--- src/hw/speed_detect_pkg.sv ---
package speed_detect_pkg;

    // register byte addresses
    localparam logic [31:0] GAIN_OFFSET    = 32'h0000_0038;
    localparam logic [31:0] CONFIG_OFFSET  = 32'h0000_003c;
    localparam logic [31:0] STATUS_OFFSET  = 32'h0000_0080;

    // reset values and writable bits
    localparam logic [31:0] GAIN_RESET     = 32'h0000_0000;
    localparam logic [31:0] CONFIG_RESET   = 32'h0000_0000;
    localparam logic [31:0] CONFIG_WMASK   = 32'h3fff_fe00;

    // config field positions
    localparam int DETECT_EN_BIT      = 29;
    localparam int BRAKE_EN_BIT       = 28;
    localparam int COAST_EN_BIT       = 27;
    localparam int REVERSE_EN_BIT     = 26;
    localparam int RESYNC_ENABLE_BIT      = 25;
    localparam int RESYNC_THR_LSB     = 21;
    localparam int BRAKE_SEL_BIT      = 20;
    localparam int BRAKE_DUR_LSB      = 16;
    localparam int COAST_DUR_LSB      = 12;
    localparam int STAT_THR_LSB       = 9;

    // status field positions
    localparam int ST_STATE_LSB       = 0;
    localparam int ST_STATIONARY_BIT  = 4;
    localparam int ST_SPINNING_BIT    = 5;
    localparam int ST_BUSY_BIT        = 8;

    // bus responses
    localparam logic [1:0] RESP_OKAY   = 2'h0;
    localparam logic [1:0] RESP_SLVERR = 2'h2;

    // timing: one millisecond tick at the system clock
    localparam int CLK_PERIOD_NS = 100;
    localparam int MS_NS         = 1000000;
    localparam int TICK_CYCLES   = (MS_NS + CLK_PERIOD_NS - 1) / CLK_PERIOD_NS;
    localparam int PRE_W         = 16;
    localparam int MS_W          = 14;

    // duration table in milliseconds
    localparam logic [13:0] DURATION_MS [16] = '{
        14'd10,   14'd50,   14'd100,  14'd200,
        14'd300,  14'd400,  14'd500,  14'd750,
        14'd1000, 14'd2000, 14'd3000, 14'd4000,
        14'd5000, 14'd7500, 14'd10000, 14'd15000
    };

    // stationary back-emf thresholds in millivolts
    localparam logic [15:0] STAT_MV [8] = '{
        16'd50, 16'd75, 16'd100, 16'd250,
        16'd500, 16'd750, 16'd1000, 16'd1500
    };

    // sequencer states
    typedef enum logic [2:0] {
        ST_IDLE, ST_DETECT, ST_RESYNC, ST_REVERSE, ST_BRAKE, ST_COAST, ST_START
    } state_t;

    // axi4-lite master to slave
    typedef struct packed {
        logic [31:0] awaddr;
        logic [2:0]  awprot;
        logic        awvalid;
        logic [31:0] wdata;
        logic [3:0]  wstrb;
        logic        wvalid;
        logic        bready;
        logic [31:0] araddr;
        logic [2:0]  arprot;
        logic        arvalid;
        logic        rready;
    } axil_req_t;

    // axi4-lite slave to master
    typedef struct packed {
        logic        awready;
        logic        wready;
        logic [1:0]  bresp;
        logic        bvalid;
        logic        arready;
        logic [31:0] rdata;
        logic [1:0]  rresp;
        logic        rvalid;
    } axil_rsp_t;

    // register write strobe
    typedef struct packed {
        logic        en;
        logic [31:0] addr;
        logic [31:0] data;
        logic [3:0]  strb;
    } reg_wr_t;

    // resync threshold in percent of max speed
    function automatic logic [6:0] resync_pct(input logic [3:0] code);
        if (code < 4'hc) begin
            resync_pct = 7'(5 * (int'(code) + 1));
        end else begin
            resync_pct = 7'(70 + 10 * (int'(code) - 12));
        end
    endfunction : resync_pct

endpackage : speed_detect_pkg

--- src/hw/initial_speed_detect_config.sv ---
`timescale 1ns/1ps
// What this block does
// - hold the 32-bit float sliding gain, read/write, and feed the estimator
// - run speed detection at start only when enable bit 29 is set; resets to 0
// - resync allowed only at or above coded speed threshold, 5..60 then 70..100 percent
// - brake exit select 0: leave brake once brake duration has elapsed
// - brake exit select 1: leave brake when phase current drops below threshold
// - brake duration code maps to 10ms through 15s in table order
// - motor stationary when back-emf is below the coded 50..1500 mV threshold
module initial_speed_detect_config
    import speed_detect_pkg::*;
#(
    parameter int TICK_CYCLES = speed_detect_pkg::TICK_CYCLES
) (
    // clock and reset
    input  wire logic                        sys_clk_i,
    input  wire logic                        reset_i,
    // register bus
    input  wire speed_detect_pkg::axil_req_t axi_req_i,
    output      speed_detect_pkg::axil_rsp_t axi_rsp_o,
    // start request and measurements
    input  wire logic                        start_req_i,
    input  wire logic [6:0]                  speed_pct_i,
    input  wire logic                        speed_fwd_i,
    input  wire logic [15:0]                 bemf_mv_i,
    input  wire logic                        brake_current_low_i,
    // estimator and drive outputs
    output      logic [31:0]                 sliding_gain_o,
    output      logic                        detect_busy_o,
    output      logic                        resync_o,
    output      logic                        normal_start_o,
    output      logic                        brake_o,
    output      logic                        coast_o,
    output      logic                        reverse_drive_o
);
    import speed_detect_pkg::*;

    reg_wr_t     wr;
    logic [31:0] rd_addr, rd_data;
    logic        rd_err, wr_err;
    logic [31:0] gain_q, gain_d, cfg_q, cfg_d;
    state_t      state_q, state_d;
    logic        stat_q, stat_d, spin_q, spin_d;
    logic        timer_load, timer_done;
    logic [13:0] timer_ms;
    logic [5:0]  outs_q, outs_d;
    logic        stationary, resync_ok;

    // address match on an aligned word
    function automatic logic hit(input logic [31:0] a, input logic [31:0] off);
        hit = (a[31:2] == off[31:2]);
    endfunction : hit

    // byte-lane merge
    function automatic logic [31:0] merge(input logic [31:0] old, input logic [31:0] nw,
                                          input logic [3:0] strb);
        logic [31:0] r;
        r = old;
        for (int i = 0; i < 4; i++) begin
            if (strb[i]) begin
                r[i*8 +: 8] = nw[i*8 +: 8];
            end
        end
        merge = r;
    endfunction : merge

    // bus slave
    axil_slave u_bus (
        .sys_clk_i (sys_clk_i),
        .reset_i   (reset_i),
        .axi_req_i (axi_req_i),
        .axi_rsp_o (axi_rsp_o),
        .wr_o      (wr),
        .wr_err_i  (wr_err),
        .rd_addr_o (rd_addr),
        .rd_data_i (rd_data),
        .rd_err_i  (rd_err)
    );

    // duration timer for brake and coast
    ms_timer #(.TICK(TICK_CYCLES)) u_timer (
        .sys_clk_i (sys_clk_i),
        .reset_i   (reset_i),
        .load_i    (timer_load),
        .load_ms_i (timer_ms),
        .done_o    (timer_done)
    );

    // register write decode
    always_comb begin
        gain_d = gain_q;
        cfg_d  = cfg_q;
        wr_err = !(hit(wr.addr, GAIN_OFFSET) || hit(wr.addr, CONFIG_OFFSET)
                   || hit(wr.addr, STATUS_OFFSET));
        if (wr.en && hit(wr.addr, GAIN_OFFSET)) begin
            gain_d = merge(gain_q, wr.data, wr.strb);
        end
        if (wr.en && hit(wr.addr, CONFIG_OFFSET)) begin
            cfg_d = merge(cfg_q, wr.data, wr.strb) & CONFIG_WMASK;
        end
    end

    // register read decode
    always_comb begin
        rd_data = 32'h0000_0000;
        rd_err  = 1'b0;
        if (hit(rd_addr, GAIN_OFFSET)) begin
            rd_data = gain_q;
        end else if (hit(rd_addr, CONFIG_OFFSET)) begin
            rd_data = cfg_q;
        end else if (hit(rd_addr, STATUS_OFFSET)) begin
            rd_data[ST_STATE_LSB +: 3]  = state_q;
            rd_data[ST_STATIONARY_BIT]  = stat_q;
            rd_data[ST_SPINNING_BIT]    = spin_q;
            rd_data[ST_BUSY_BIT]        = outs_q[0];
        end else begin
            rd_err = 1'b1;
        end
    end

    // register file
    always_ff @(posedge sys_clk_i) begin
        if (reset_i) begin
            gain_q <= GAIN_RESET;
            cfg_q  <= CONFIG_RESET;
        end else begin
            gain_q <= gain_d;
            cfg_q  <= cfg_d;
        end
    end

    // threshold comparisons
    assign stationary = bemf_mv_i < STAT_MV[cfg_q[STAT_THR_LSB +: 3]];
    assign resync_ok  = cfg_q[RESYNC_ENABLE_BIT] && speed_fwd_i
                        && (speed_pct_i >= resync_pct(cfg_q[RESYNC_THR_LSB +: 4]));

    // start-up sequencer
    always_comb begin
        state_d    = state_q;
        stat_d     = stat_q;
        spin_d     = spin_q;
        timer_load = 1'b0;
        timer_ms   = DURATION_MS[cfg_q[BRAKE_DUR_LSB +: 4]];
        unique case (state_q)
            ST_IDLE: begin
                if (start_req_i) begin
                    state_d = cfg_q[DETECT_EN_BIT] ? ST_DETECT : ST_START;
                end
            end
            ST_DETECT: begin
                stat_d = stationary;
                spin_d = !stationary;
                if (stationary) begin
                    state_d = ST_START;
                end else if (resync_ok) begin
                    state_d = ST_RESYNC;
                end else if (cfg_q[REVERSE_EN_BIT] && !speed_fwd_i) begin
                    state_d = ST_REVERSE;
                end else if (cfg_q[BRAKE_EN_BIT]) begin
                    state_d    = ST_BRAKE;
                    timer_load = 1'b1;
                end else if (cfg_q[COAST_EN_BIT]) begin
                    state_d    = ST_COAST;
                    timer_load = 1'b1;
                    timer_ms   = DURATION_MS[cfg_q[COAST_DUR_LSB +: 4]];
                end else begin
                    state_d = ST_START;
                end
            end
            ST_REVERSE: begin
                if (stationary) begin
                    state_d = ST_START;
                end
            end
            ST_BRAKE: begin
                if (cfg_q[BRAKE_SEL_BIT]) begin
                    if (brake_current_low_i) begin
                        state_d = ST_START;
                    end
                end else if (timer_done) begin
                    state_d = ST_START;
                end
            end
            ST_COAST: begin
                if (timer_done) begin
                    state_d = ST_START;
                end
            end
            ST_RESYNC: state_d = ST_IDLE;
            ST_START:  state_d = ST_IDLE;
        endcase
    end

    // output decode from next state
    always_comb begin
        outs_d[0] = state_d != ST_IDLE;
        outs_d[1] = state_d == ST_RESYNC;
        outs_d[2] = state_d == ST_START;
        outs_d[3] = state_d == ST_BRAKE;
        outs_d[4] = state_d == ST_COAST;
        outs_d[5] = state_d == ST_REVERSE;
    end

    // sequencer registers
    always_ff @(posedge sys_clk_i) begin
        if (reset_i) begin
            state_q <= ST_IDLE;
            stat_q  <= 1'b0;
            spin_q  <= 1'b0;
            outs_q  <= 6'h00;
        end else begin
            state_q <= state_d;
            stat_q  <= stat_d;
            spin_q  <= spin_d;
            outs_q  <= outs_d;
        end
    end

    // outputs straight from flops
    assign sliding_gain_o  = gain_q;
    assign detect_busy_o   = outs_q[0];
    assign resync_o        = outs_q[1];
    assign normal_start_o  = outs_q[2];
    assign brake_o         = outs_q[3];
    assign coast_o         = outs_q[4];
    assign reverse_drive_o = outs_q[5];
endmodule : initial_speed_detect_config

--- src/hw/axil_slave.sv ---
`timescale 1ns/1ps
module axil_slave
    import speed_detect_pkg::*;
(
    // clock and reset
    input  wire logic                        sys_clk_i,
    input  wire logic                        reset_i,
    // bus
    input  wire speed_detect_pkg::axil_req_t axi_req_i,
    output      speed_detect_pkg::axil_rsp_t axi_rsp_o,
    // register side
    output      speed_detect_pkg::reg_wr_t   wr_o,
    input  wire logic                        wr_err_i,
    output      logic [31:0]                 rd_addr_o,
    input  wire logic [31:0]                 rd_data_i,
    input  wire logic                        rd_err_i
);
    logic        aw_held_q, aw_held_d, w_held_q, w_held_d;
    logic [31:0] awaddr_q, awaddr_d, wdata_q, wdata_d;
    logic [3:0]  wstrb_q, wstrb_d;
    axil_rsp_t   rsp_q, rsp_d;
    logic        do_write;

    // write fires once address and data are both held
    assign do_write       = aw_held_q && w_held_q && !rsp_q.bvalid;
    assign wr_o.en        = do_write;
    assign wr_o.addr      = awaddr_q;
    assign wr_o.data      = wdata_q;
    assign wr_o.strb      = wstrb_q;
    assign rd_addr_o      = axi_req_i.araddr;
    assign axi_rsp_o      = rsp_q;

    // channel next state
    always_comb begin
        aw_held_d = aw_held_q;
        w_held_d  = w_held_q;
        awaddr_d  = awaddr_q;
        wdata_d   = wdata_q;
        wstrb_d   = wstrb_q;
        rsp_d     = rsp_q;
        if (axi_req_i.awvalid && rsp_q.awready) begin
            aw_held_d = 1'b1;
            awaddr_d  = axi_req_i.awaddr;
        end
        if (axi_req_i.wvalid && rsp_q.wready) begin
            w_held_d = 1'b1;
            wdata_d  = axi_req_i.wdata;
            wstrb_d  = axi_req_i.wstrb;
        end
        if (rsp_q.bvalid && axi_req_i.bready) begin
            rsp_d.bvalid = 1'b0;
        end
        if (do_write) begin
            aw_held_d    = 1'b0;
            w_held_d     = 1'b0;
            rsp_d.bvalid = 1'b1;
            rsp_d.bresp  = wr_err_i ? RESP_SLVERR : RESP_OKAY;
        end
        if (rsp_q.rvalid && axi_req_i.rready) begin
            rsp_d.rvalid = 1'b0;
        end
        if (axi_req_i.arvalid && rsp_q.arready) begin
            rsp_d.rvalid = 1'b1;
            rsp_d.rdata  = rd_data_i;
            rsp_d.rresp  = rd_err_i ? RESP_SLVERR : RESP_OKAY;
        end
        rsp_d.awready = !aw_held_d && !rsp_d.bvalid;
        rsp_d.wready  = !w_held_d && !rsp_d.bvalid;
        rsp_d.arready = !rsp_d.rvalid;
    end

    // channel registers
    always_ff @(posedge sys_clk_i) begin
        if (reset_i) begin
            aw_held_q <= 1'b0;
            w_held_q  <= 1'b0;
            awaddr_q  <= 32'h0000_0000;
            wdata_q   <= 32'h0000_0000;
            wstrb_q   <= 4'h0;
            rsp_q     <= '0;
        end else begin
            aw_held_q <= aw_held_d;
            w_held_q  <= w_held_d;
            awaddr_q  <= awaddr_d;
            wdata_q   <= wdata_d;
            wstrb_q   <= wstrb_d;
            rsp_q     <= rsp_d;
        end
    end
endmodule : axil_slave

--- src/hw/ms_timer.sv ---
`timescale 1ns/1ps
module ms_timer
    import speed_detect_pkg::*;
#(
    parameter int TICK = speed_detect_pkg::TICK_CYCLES
) (
    // clock and reset
    input  wire logic                              sys_clk_i,
    input  wire logic                              reset_i,
    // control
    input  wire logic                              load_i,
    input  wire logic [speed_detect_pkg::MS_W-1:0] load_ms_i,
    output      logic                              done_o
);
    logic [PRE_W-1:0] pre_q, pre_d;
    logic [MS_W-1:0]  ms_q, ms_d;
    logic             done_q, done_d;

    assign done_o = done_q;

    // millisecond prescaler and countdown
    always_comb begin
        pre_d  = pre_q;
        ms_d   = ms_q;
        done_d = done_q;
        if (load_i) begin
            pre_d  = '0;
            ms_d   = load_ms_i;
            done_d = 1'b0;
        end else if (!done_q) begin
            if (pre_q == PRE_W'(TICK - 1)) begin
                pre_d = '0;
                if (ms_q <= MS_W'(1)) begin
                    ms_d   = '0;
                    done_d = 1'b1;
                end else begin
                    ms_d = ms_q - MS_W'(1);
                end
            end else begin
                pre_d = pre_q + PRE_W'(1);
            end
        end
    end

    // timer registers
    always_ff @(posedge sys_clk_i) begin
        if (reset_i) begin
            pre_q  <= '0;
            ms_q   <= '0;
            done_q <= 1'b1;
        end else begin
            pre_q  <= pre_d;
            ms_q   <= ms_d;
            done_q <= done_d;
        end
    end
endmodule : ms_timer

--- config.mk ---
export PLATFORM = sky130hd
export DESIGN_NAME = initial_speed_detect_config
export DESIGN_NICKNAME = d
export VERILOG_FILES = /design/src/hw/speed_detect_pkg.sv /design/src/hw/initial_speed_detect_config.sv /design/src/hw/axil_slave.sv /design/src/hw/ms_timer.sv
export SDC_FILE = /design/constraint.sdc
export NUM_CORES = 1
export LEC_CHECK = 0
export BUFFER_PORTS_ARGS = -buffer_cell sky130_fd_sc_hd__buf_2
export CORE_MARGIN = 4
export CORE_UTILIZATION = 45
export DETAILED_ROUTE_END_ITERATION = 8
export PLACE_DENSITY = 0.68
export REMOVE_ABC_BUFFERS = 1
export SLEW_MARGIN = 10
export SYNTH_ARGS = -nofsm -noshare
export SYNTH_HDL_FRONTEND = slang
export SYNTH_SLANG_ARGS = --single-unit
--- constraint.sdc ---
create_clock -name sys_clk_i -period 4.55 [get_ports sys_clk_i]
set_clock_uncertainty 0.2 [all_clocks]
set_input_delay 0.91 -clock sys_clk_i [delete_from_list [all_inputs] [get_ports sys_clk_i]]
set_output_delay 0.91 -clock sys_clk_i [all_outputs]
set_load 0.005 [all_outputs]
# Word-level counts from Yosys, hierarchy flattened
# Memory sizes are Yosys's and may differ from the RTL's.
# Index checks and enable logic that the tools add are counted.
classes:
  n_addsub: 5
  mul: 2
  order_cmp: 7
  n_eq_ne: 19
  mux: 61
  bitwise_logic: 3
  n_reduce_logical: 36
op_table:
  columns: ["cell", "n"]
  rows:
  - ["two-way mux 14 bit", 14]
  - ["== test 30 x 4 -> 1 bit (second input constant)", 4]
  - ["== test 30 x 6 -> 1 bit (second input constant)", 2]
  - ["two-way mux 16 bit", 3]
  - ["two-way mux 3 bit", 11]
  - ["two-way mux 32 bit", 1]
  - ["two-way mux 1 bit", 23]
  - ["two-way mux 21 bit", 1]
  - ["== test 3 bit (second input constant)", 6]
  - ["case mux 3 bit (6 select lines)", 1]
  - ["adder 16 x 1 -> 16 bit (second input constant)", 1]
  - ["== test 16 x 14 -> 1 bit (second input constant)", 1]
  - ["less-than comparator 16 bit", 1]
  - ["AND reduction 2 bit", 8]
  - ["<= comparator 14 x 1 -> 1 bit (second input constant)", 1]
  - ["logical AND 1 bit", 14]
  - ["subtractor 14 x 1 -> 14 bit (second input constant)", 1]
  - ["== test 3 x 2 -> 1 bit (second input constant)", 4]
  - ["two-way mux 2 bit", 6]
  - ["greater-or-equal comparator 5 bit (second input constant)", 2]
  - ["NOT 4 -> 5 bit", 2]
  - ["adder 7 bit (first input constant)", 1]
  - ["greater-or-equal comparator 7 bit", 1]
  - ["logical NOT 1 bit", 7]
  - ["other kinds (15)", 17]
word_totals:
  register_bits: 206
  mem_bits_ro: 576
  input_bits: 139
  out_inout_bits: 79
  elab_cells: 163
  n_memories: 3
memory_table:
  columns: ["memory", "depth", "word_bits", "rd", "rd_clocked_by_memory_dff", "wr", "line_no", "text"]
  rows:
  - ["(name not given)", 16, 14, 1, 0, 0, "initial_speed_detect_config.sv:165", "timer_ms = DURATION_MS[cfg_q[COAST_DUR_LSB +: 4]];"]
  - ["(name not given)", 16, 14, 1, 0, 0, "initial_speed_detect_config.sv:143", "timer_ms = DURATION_MS[cfg_q[BRAKE_DUR_LSB +: 4]];"]
  - ["(name not given)", 8, 16, 1, 0, 0, "initial_speed_detect_config.sv:133", "assign stationary = bemf_mv_i < STAT_MV[cfg_q[STAT_THR_LSB +: 3]];"]

# Longest topological paths before layout
# Gate-level depths: netlist of the first run.
logic_depth:
  word_depth: 11
  ltp_mapped: 19
  ltp_nobuf: 18

# By module
# Synthesis of the first run repeated with hierarchy kept, for this count alone.
unflattened:
  cells_unflattened: 1282
  hier_area_um2: 10613.9
modules_own_cells:
  columns: ["module", "instances", "cells_per_inst", "area_per_inst_um2", "seq_area_each_um2"]
  rows:
  - ["initial_speed_detect_config", 1, 569, 4753.3, 1281.2]
  - ["axil_slave", 1, 505, 4171.5, 2182.1]
  - ["ms_timer", 1, 208, 1689.1, 620.6]

# Worst setup path before layout of the first run
# OpenSTA, ideal clock, no wires.
synth_path:
  kind: "register to register"
  startpoint: "register cfg_q[23]"
  endpoint: "register u_timer.ms_q[5]"
  setup_ns: 0.095
  arrival_ns: 3.822
  required_time_ns: 4.255
  slack_ns: 0.433
  path_stages_with_launch: 17
  path_buffers: 1
  period_less_slack_ns: 4.117
  path_cell_list: "dfxtp_1 -> ha_1 -> clkbuf_1 -> and2_1 -> ha_1 -> fa_1 -> xnor2_1 -> xnor2_1 -> o21ai_0 -> ha_1 -> o21ai_0 -> nor2_1 -> a211oi_2 -> o21ai_1 -> nor3_2 -> mux2_2 -> a221oi_1"
synth_via:
  elab_chain_cells: 11
  elab_cells_between_ends: 19
  cone_classes: "add/sub (3); mul (2); order compare (2); eq/ne (1); mux (8); reduce/logical (3)"
synth_lines:
  columns: ["item", "line_no", "text"]
  rows:
  - ["start, declared", "initial_speed_detect_config.sv:41", "logic [31:0] gain_q, gain_d, cfg_q, cfg_d;"]
  - ["start signal, assigned", "initial_speed_detect_config.sv:128", "cfg_q <= cfg_d;"]
  - ["subtractor 4 x 4 -> 5 bit", "speed_detect_pkg.sv:101", "resync_pct = 7'(70 + 10 * (int'(code) - 12));"]
  - ["multiplier 4 x 5 -> 6 bit", "speed_detect_pkg.sv:101", null]
  - ["adder 7 bit", "speed_detect_pkg.sv:101", null]
  - ["two-way mux 7 bit (*)", "speed_detect_pkg.sv:98", "if (code < 4'hc) begin"]
  - ["greater-or-equal comparator 7 bit (*)", "initial_speed_detect_config.sv:135", "&& (speed_pct_i >= resync_pct(cfg_q[RESYNC_THR_LSB +: 4]));"]
  - ["logical AND 1 bit (*)", "initial_speed_detect_config.sv:135", null]
  - ["two-way mux 1 bit", "initial_speed_detect_config.sv:155", "end else if (resync_ok) begin"]
  - ["two-way mux 1 bit", "initial_speed_detect_config.sv:153", "if (stationary) begin"]
  - ["two-way mux 1 bit", "initial_speed_detect_config.sv:144", "unique case (state_q)"]
  - ["!= test 2 bit (no line) or nonzero test 2 bit (tied branches)", null, null]
  - ["AND reduction 2 bit (no line)", null, null]
  - ["end signal, assigned", "ms_timer.sv:53", "ms_q <= ms_d;"]
  - ["end, declared", "ms_timer.sv:16", "logic [MS_W-1:0] ms_q, ms_d;"]
# Every way passes the cells marked *; elsewhere a longest branch is shown, timed or not.
# A chain may end at the register's enable or synchronous reset.

# Final worst setup path of the first run
layout_path:
  startpoint: "register cfg_q[21]"
  endpoint: "register u_timer.ms_q[5]"
# The elaborated chain is that of the path after synthesis.

==> impl_metrics.py, run 1 <==
metrics = {
    "synthesis": {
        "synth.lib_cells_used.distinct": 64,
        "synth_fa_ha_area_frac": 0.06531,
        "share_of_cell_area_taken_by_muxes_after_synthesis": 0.06621,
        "mappedNetlistArea_sq_um": 9694,
        "warnings_synthesis": 0,
        "postSynthRegisterBits": 202,
        "yosysSeqAreaShare": 0.4171,
        "synth_compound_area_frac": 0.1549,
        "async_reset_ff_frac": 0,
        "yosys_most_used_dff": "sky130_fd_sc_hd__dfxtp_1",
        "dominant_combinational_cell_family_by_area_after_synthesis": "simple AND/OR/NAND/NOR gates",
        "synth-edff-count": 0,
        "synthSimpleGateAreaFrac": 0.2334,
        "post_synth.cell_area_avg_sq_um": 8.188,
        "yosys.area_share.xor_xnor": 0.02168,
        "netlist_instances": 1184,
    },
    "sta": {
        "rsz0062_at_grt": "no",
        "finalHoldWorstSlack_ns": 0.2535,
        "final_max_slew_viol_count": 0,
        "finalCriticalPeriod_ns": 4.291,
        "timing.max_slew.rel_slack": 0.3357,
        "worstMarginPinSlew_ns": 0.9941,
        "layout_worst_path_cycle_share": 0.9432,
        "max_freq_mhz": 233.0,
        "timing.final.hold_violations": 0,
        "setup-violations-final": 0,
    },
    "setup_path": {
        "critical_path.startpoint": "cfg_q[21]",
        "critPathLaunchType": "flip-flop",
        "cp.arrival_ns": 4.49,
        "cp.required_ns": 4.75,
        "critical_path_class": "flip-flop to flip-flop",
        "critical_path.reg2reg.startpoint": "cfg_q[21]",
        "timing.critical_path.fanout_max": 6,
        "setup.worst_path.end_class": "flip-flop",
    },
    "grt": {
        "global_route_wire_length_before_repair_um": 42010,
        "grt_pass1_vias": 8342,
        "global_routing_usage_on_met1": 0.2826,
        "grt.overflow.total": 0,
        "grt_most_used_layer": "met2",
        "gr_layer_usage_met3": 0.04141,
        "pin_count_of_the_biggest_net_entering_global_routing": 115,
        "gr-usage-met2": 0.3405,
        "gr-usage-all-layers": 0.2080,
        "grt_antenna_before_repair": 2,
    },
    "cells_and_area": {
        "drive_above_1_share": 0.2195,
        "fill_cells": 2043,
        "finish.net_count": 1547,
        "most-common-layout-cells": "216 x sky130_fd_sc_hd__nand2_1, 204 x sky130_fd_sc_hd__buf_2, 201 x sky130_fd_sc_hd__dfxtp_1",
        "mostFrequentLayoutCell": "sky130_fd_sc_hd__nand2_1",
        "area_delta_synth_final_pct": 20.93,
    },
    "placed_design": {
        "detailedPlacementHpwl_um": 18560,
        "gp_routability_congestion": 0.8333,
        "io_buffers": 205,
    },
    "detailed_routing": {
        "wl_um": 26110,
        "firstDrtPassIters": 6,
        "first_iter_violations": 481,
        "vias_per_cell": 5.350,
        "routedWlPerCell_um": 15.85,
        "number_of_nets_with_antenna_violations_after_detailed_routing": 0,
        "route.detailed.drc": 0,
        "routed-via-count": 8812,
    },
    "floorplan": {
        "floorplan_die_width_um": 154.8,
        "initial_utilization": 0.4597,
        "placement_rows": 53,
        "floorplan.die.height_um": 154.8,
        "dieArea_sq_um": 23960,
        "placeableCoreArea_sq_um": 21090,
        "design.portCount": 218,
    },
    "min_path": {
        "hp_start": "u_bus.awaddr_q[22]",
        "hold_class": "flip-flop to flip-flop",
    },
    "clock_network": {
        "hold_buffers": 0,
        "htree_levels": 1,
        "cts.path.max_buffers": 3,
        "cts-buffers-inserted": 22,
        "worstSkewPairLatency_ns": 0.51,
        "cts_tree": "done",
        "clk_pin_slew_ns": 0.06,
        "clk_root_buffer_cell": "sky130_fd_sc_hd__clkbuf_16",
        "cts_sinks": 202,
    },
    "run": {
        "drv_cap": 0,
    },
    "pwr": {
        "static-leakage-power_nw": 4.814,
        "p_per_cell_area_nw_per_um2": 329.3,
        "finalPower_w": 0.003860,
        "largest_vdd_supply_drop_mv": 0.2227,
    },
    "run_status": {
        "status": "complete, no violations",
    },
}
[per-stage QoR]
stage | worst slack, ns | util | TNS (ns) | area, sq um | cells
after floorplan | -0.5436 | - | -13.08 | 9402 | 1111
after global placement | 0.1285 | 0.5191 | 0 | 10950 | 1607
after detailed placement | -0.05320 | 0.5191 | -0.3149 | 10950 | 1607
after global routing | 0.007786 | 0.5560 | 0 | 11720 | 1647
final | 0.2586 | 0.5560 | 0 | 11720 | 1647
after CTS | 0.07570 | 0.5534 | 0 | 11670 | 1644
[kinds of logic (layout without fill, tap and decap cells)]
family	Yosys count	count (layout)
fa+ha+maj	50	50
mux	61	61
flops	202	202
buf+inv	101	287
other cells	1	3
xor+xnor	24	24
simple gates	495	495
compound gates	250	250
[routing by layer]
metal / vias up / part of all wire
met2: 211 / 0.47
li1: 4480 / -
met5: - / 0.00027
met4: 2 / 0.023
met1: 4075 / 0.45
met3: 44 / 0.060
[sequential cells by signal (all words and copies together), names as in the netlist, 4 cells and up]
signal	cells
u_bus.awaddr_q	30
sliding_gain_o	32
outs_q	6
u_bus.wstrb_q	4
u_timer.ms_q	14
cfg_q	21
u_bus.wdata_q	32
u_bus.axi_rsp_o	39
u_timer.pre_q	16
[Yosys cell counts (17+ instances only)]
| library cell | number | share of area |
|---|---|---|
| sky130_fd_sc_hd__dfxtp_1 | 202 | 0.42 |
| sky130_fd_sc_hd__o21ai_0 | 25 | 0.013 |
| sky130_fd_sc_hd__a21oi_1 | 140 | 0.072 |
| sky130_fd_sc_hd__a211oi_1 | 22 | 0.017 |
| sky130_fd_sc_hd__clkbuf_1 | 61 | 0.024 |
| sky130_fd_sc_hd__mux2i_1 | 36 | 0.037 |
| sky130_fd_sc_hd__a22oi_1 | 23 | 0.018 |
| sky130_fd_sc_hd__nand3_1 | 54 | 0.028 |
| sky130_fd_sc_hd__inv_1 | 27 | 0.010 |
| sky130_fd_sc_hd__nor4_1 | 17 | 0.011 |
| sky130_fd_sc_hd__nand2_1 | 216 | 0.084 |
| sky130_fd_sc_hd__nor3_1 | 31 | 0.016 |
| sky130_fd_sc_hd__ha_1 | 49 | 0.063 |
| sky130_fd_sc_hd__mux2_2 | 25 | 0.029 |
| sky130_fd_sc_hd__nor2_1 | 110 | 0.043 |
[timing repair]
action	CTS	global route
gates cloned	0	1
setup endpoints to repair	17	33
pin swaps	1	1
resized for setup	1	6
buffers inserted	0	1
[report_power, final]
| group | total, W | internal [W] | switching [W] |
|---|---|---|---|
| Clock | 0.00176 | 0.00107 | 0.000697 |
| Combinational | 0.000249 | 0.000104 | 0.000144 |
| Sequential | 0.00185 | 0.00181 | 0.0000365 |
| Total | 0.00386 | 0.00298 | 0.000877 |
[worst max-delay path, cell delays in order (launching register included)]
cell	delay, ns
sky130_fd_sc_hd__dfxtp_2	0.38
sky130_fd_sc_hd__inv_1	0.07
sky130_fd_sc_hd__ha_1	0.33
sky130_fd_sc_hd__ha_1	0.31
sky130_fd_sc_hd__ha_1	0.22
sky130_fd_sc_hd__fa_1	0.40
sky130_fd_sc_hd__xnor2_1	0.20
sky130_fd_sc_hd__xnor2_1	0.14
sky130_fd_sc_hd__o21ai_1	0.09
sky130_fd_sc_hd__ha_1	0.30
sky130_fd_sc_hd__o21ai_0	0.19
sky130_fd_sc_hd__nor2_1	0.07
sky130_fd_sc_hd__a211oi_2	0.15
sky130_fd_sc_hd__buf_4	0.17
sky130_fd_sc_hd__o21ai_4	0.09
sky130_fd_sc_hd__nor3_2	0.23
sky130_fd_sc_hd__mux2_2	0.38
sky130_fd_sc_hd__a221oi_1	0.28
[area by class of cell]
cell class / instances / area, sq um / share of cell area
antenna: 1 / 2.502 / 0.0002134
inverter: 27 / 101.3 / 0.008645
sequential: 202 / 4045 / 0.3450
tap: 275 / 344.1 / 0.02935
clock inverter: 7 / 98.84 / 0.008431
clock buffer: 30 / 620.6 / 0.05294
timing repair buffer: 223 / 1210 / 0.1032
multi-input combinational: 882 / 5301 / 0.4522
[path summary, 6_finish.rpt]
| path | end | slack [ns] | depth (start not counted) |
|---|---|---|---|
| worst max-delay path | u_timer.ms_q[5] | 0.26 | 17 |
| worst max register to register | u_timer.ms_q[5] | 0.26 | 17 |
| worst min-delay path | u_bus.awaddr_q[22] | 0.25 | 2 |
| worst min register to register | u_bus.awaddr_q[22] | 0.25 | 2 |
Note: power is estimated with default switching activity, not from simulation.
==> inputs of run 2 (changes only) <==
Settings changed: CORE_ASPECT_RATIO from default to 2, CORE_UTILIZATION 45 to 55, PLACE_DENSITY 0.68 to 0.81.
==> run 2 against run 1 <==
Clock power is 2% lower. Global-route usage grew 5.0 points. Routed wire length is 0.31% higher. Setup slack better by 0.0091 ns. Die area down 17%. Largest power group unchanged. Register-to-register slack about the same. Final cell count decreased by 4.1%. Non-clock buffer count grew 2. Flip-flop and latch count is the same. Clock-buffer cell count shrank 6. Combinational power about the same. First-iteration DRC count is 25% lower.
==> impl_metrics.py, run 2 (same netlist as run 1, synthesis figures left out) <==
metrics = {
    "run_status": {
        "status": "complete, no violations",
    },
    "floorplan": {
        "placeableCoreArea_sq_um": 17270,
        "dieArea_sq_um": 19940,
        "floorplan.die.height_um": 195.8,
        "initial_utilization": 0.5613,
        "placement_rows": 68,
        "floorplan_die_width_um": 101.9,
        "design.portCount": 218,
    },
    "cells_and_area": {
        "most-common-layout-cells": "216 x sky130_fd_sc_hd__nand2_1, 204 x sky130_fd_sc_hd__buf_2, 202 x sky130_fd_sc_hd__dfxtp_1",
        "largest_register_ff_count": 39,
        "drive_above_1_share": 0.2191,
        "final-seq-area_sq_um": 4044,
        "area_delta_synth_final_pct": 19.61,
        "stdcell_area_sq_um": 11590,
        "layout.cells.non_filler": 1580,
        "mostFrequentLayoutCell": "sky130_fd_sc_hd__nand2_1",
        "multi_input_gate_area_sq_um": 5301,
        "fill_cells": 1473,
        "finish.net_count": 1546,
    },
    "setup_path": {
        "critical_path.n_buffers_inverters": 2,
        "cp.arrival_ns": 4.46,
        "crit_path_max_incr_delay_ns": 0.50,
        "cp.required_ns": 4.73,
        "worst_path_most_repeated_cell": "sky130_fd_sc_hd__ha_1",
        "timing.critical_path.cells": "inv_1 -> ha_1 -> ha_1 -> ha_1 -> fa_1 -> xnor2_1 -> xnor2_1 -> o21ai_0 -> ha_1 -> o21ai_0 -> nor2_1 -> a211oi_2 -> buf_4 -> o21ai_0 -> a2111oi_1 -> a311oi_2 -> and3_1",
        "cp_top_family": "adder cells",
        "critical_path_class": "flip-flop to flip-flop",
        "slowest_stage": "sky130_fd_sc_hd__a2111oi_1",
        "critPathLaunchType": "flip-flop",
        "timing.critical_path.fanout_max": 7,
        "setup.worst_path.end_class": "flip-flop",
    },
    "sta": {
        "final.setup.worst_slack_ns": 0.2677,
        "timing.final.hold_violations": 0,
        "final_max_slew_viol_count": 0,
        "max_freq_mhz": 233.5,
        "sum_neg_setup_slack_ns": 0,
        "layout_worst_path_cycle_share": 0.9412,
        "timing.max_slew.rel_slack": 0.3460,
        "worstMarginPinSlew_ns": 0.9720,
        "setup-violations-final": 0,
        "finalCriticalPeriod_ns": 4.282,
    },
    "clock_network": {
        "clk_root_buffer_cell": "sky130_fd_sc_hd__clkbuf_16",
        "hold_buffers": 0,
        "post-cts-setup-buffers": 0,
        "cts_tree": "done",
        "cts_sinks": 202,
        "cts.path.max_buffers": 3,
        "worstSkewPairLatency_ns": 0.49,
        "cts-buffers-inserted": 19,
        "post_cts_resize_count": 0,
        "clk_pin_slew_ns": 0.07,
        "htree_levels": 1,
    },
    "placed_design": {
        "dp_worst_setup_slack_ns": 0.07224,
        "placedCellCount": 1546,
        "io_buffers": 205,
        "gp_routability_congestion": 0.8792,
        "detailedPlacementHpwl_um": 19300,
        "detailed_place.area_sq_um": 10900,
    },
    "grt": {
        "gr-usage-all-layers": 0.2582,
        "global_route_wire_length_before_repair_um": 42100,
        "grt.overflow.total": 0,
        "grt_pass1_vias": 8949,
        "pin_count_of_the_biggest_net_entering_global_routing": 118,
        "grt_antenna_before_repair": 1,
    },
    "min_path": {
        "hold_class": "flip-flop to flip-flop",
    },
    "detailed_routing": {
        "firstDrtPassIters": 5,
        "wl_um": 26190,
        "routed-via-count": 9035,
        "routedWlPerCell_um": 16.57,
        "number_of_nets_with_antenna_violations_after_detailed_routing": 0,
        "vias_per_cell": 5.718,
        "first_iter_violations": 362,
        "route.detailed.drc": 0,
    },
    "pwr": {
        "static-leakage-power_nw": 4.799,
        "largest_vdd_supply_drop_mv": 0.3490,
        "p_per_cell_area_nw_per_um2": 329.3,
    },
    "run": {
        "drv_cap": 0,
    },
}
-- run 2: changes by cell type in the layout (fill, tap and decap cells not counted), moves of 2 or more --
cell	previous run	this run
sky130_fd_sc_hd__buf_4	15	18
sky130_fd_sc_hd__bufinv_16	2	4
sky130_fd_sc_hd__clkbuf_1	4	2
sky130_fd_sc_hd__clkbuf_16	23	19
-- run 2: area by class of cell --
type,count,share of cell area
antenna,1,0.0002158
clock buffer,24,0.04521
clock inverter,9,0.01306
inverter,27,0.008741
multi-input combinational,882,0.4572
sequential,202,0.3488
tap,210,0.02266
timing repair buffer,225,0.1041
-- run 2: path summary, 6_finish.rpt --
check | startpoint | to | slack, ns | cells past startpoint
hold / removal | u_bus.awaddr_q[15] | u_bus.awaddr_q[15] | 0.26 | 2
setup reg to reg | cfg_q[21] | outs_q[1] | 0.27 | 17
setup / recovery | cfg_q[21] | outs_q[1] | 0.27 | 17
hold reg to reg | u_bus.awaddr_q[15] | u_bus.awaddr_q[15] | 0.26 | 2
-- run 2: routing by layer --
metal / vias to the layer above / wire length [um] / GRT usage
li1: 4467 / - / -
met1: 4245 / 9141 / 0.2644
met2: 248 / 14420 / 0.4893
met3: 75 / 1335 / 0.04057
met4: 0 / 1290 / 0.1270
met5: - / 0 / 0
-- run 2: tightest hold or removal path, stage by stage, from the launching register on --
cell                      delay [ns]
sky130_fd_sc_hd__dfxtp_1        0.31
sky130_fd_sc_hd__nand2_1        0.05
sky130_fd_sc_hd__a21oi_1        0.05
-- run 2: power by group --
part	total (W)	switching, W	leakage, nW	internal, W
Combinational	0.000250	0.000145	2.83	0.000104
Clock	0.00172	0.000675	0.331	0.00105
Sequential	0.00185	0.0000357	1.64	0.00181
-- run 2: through the flow --
stage | hold WS [ns] | power (W) | utilization
3_3_place_gp | 0.2376 | 0.002128 | 0.6308
3_5_place_dp | 0.2432 | 0.002134 | 0.6308
5_1_grt | 0.2719 | 0.003949 | 0.6713
6_report | 0.2551 | 0.003818 | 0.6713
2_1_floorplan | 0.2229 | 0.001989 | -
4_1_cts | 0.2534 | 0.003843 | 0.6700
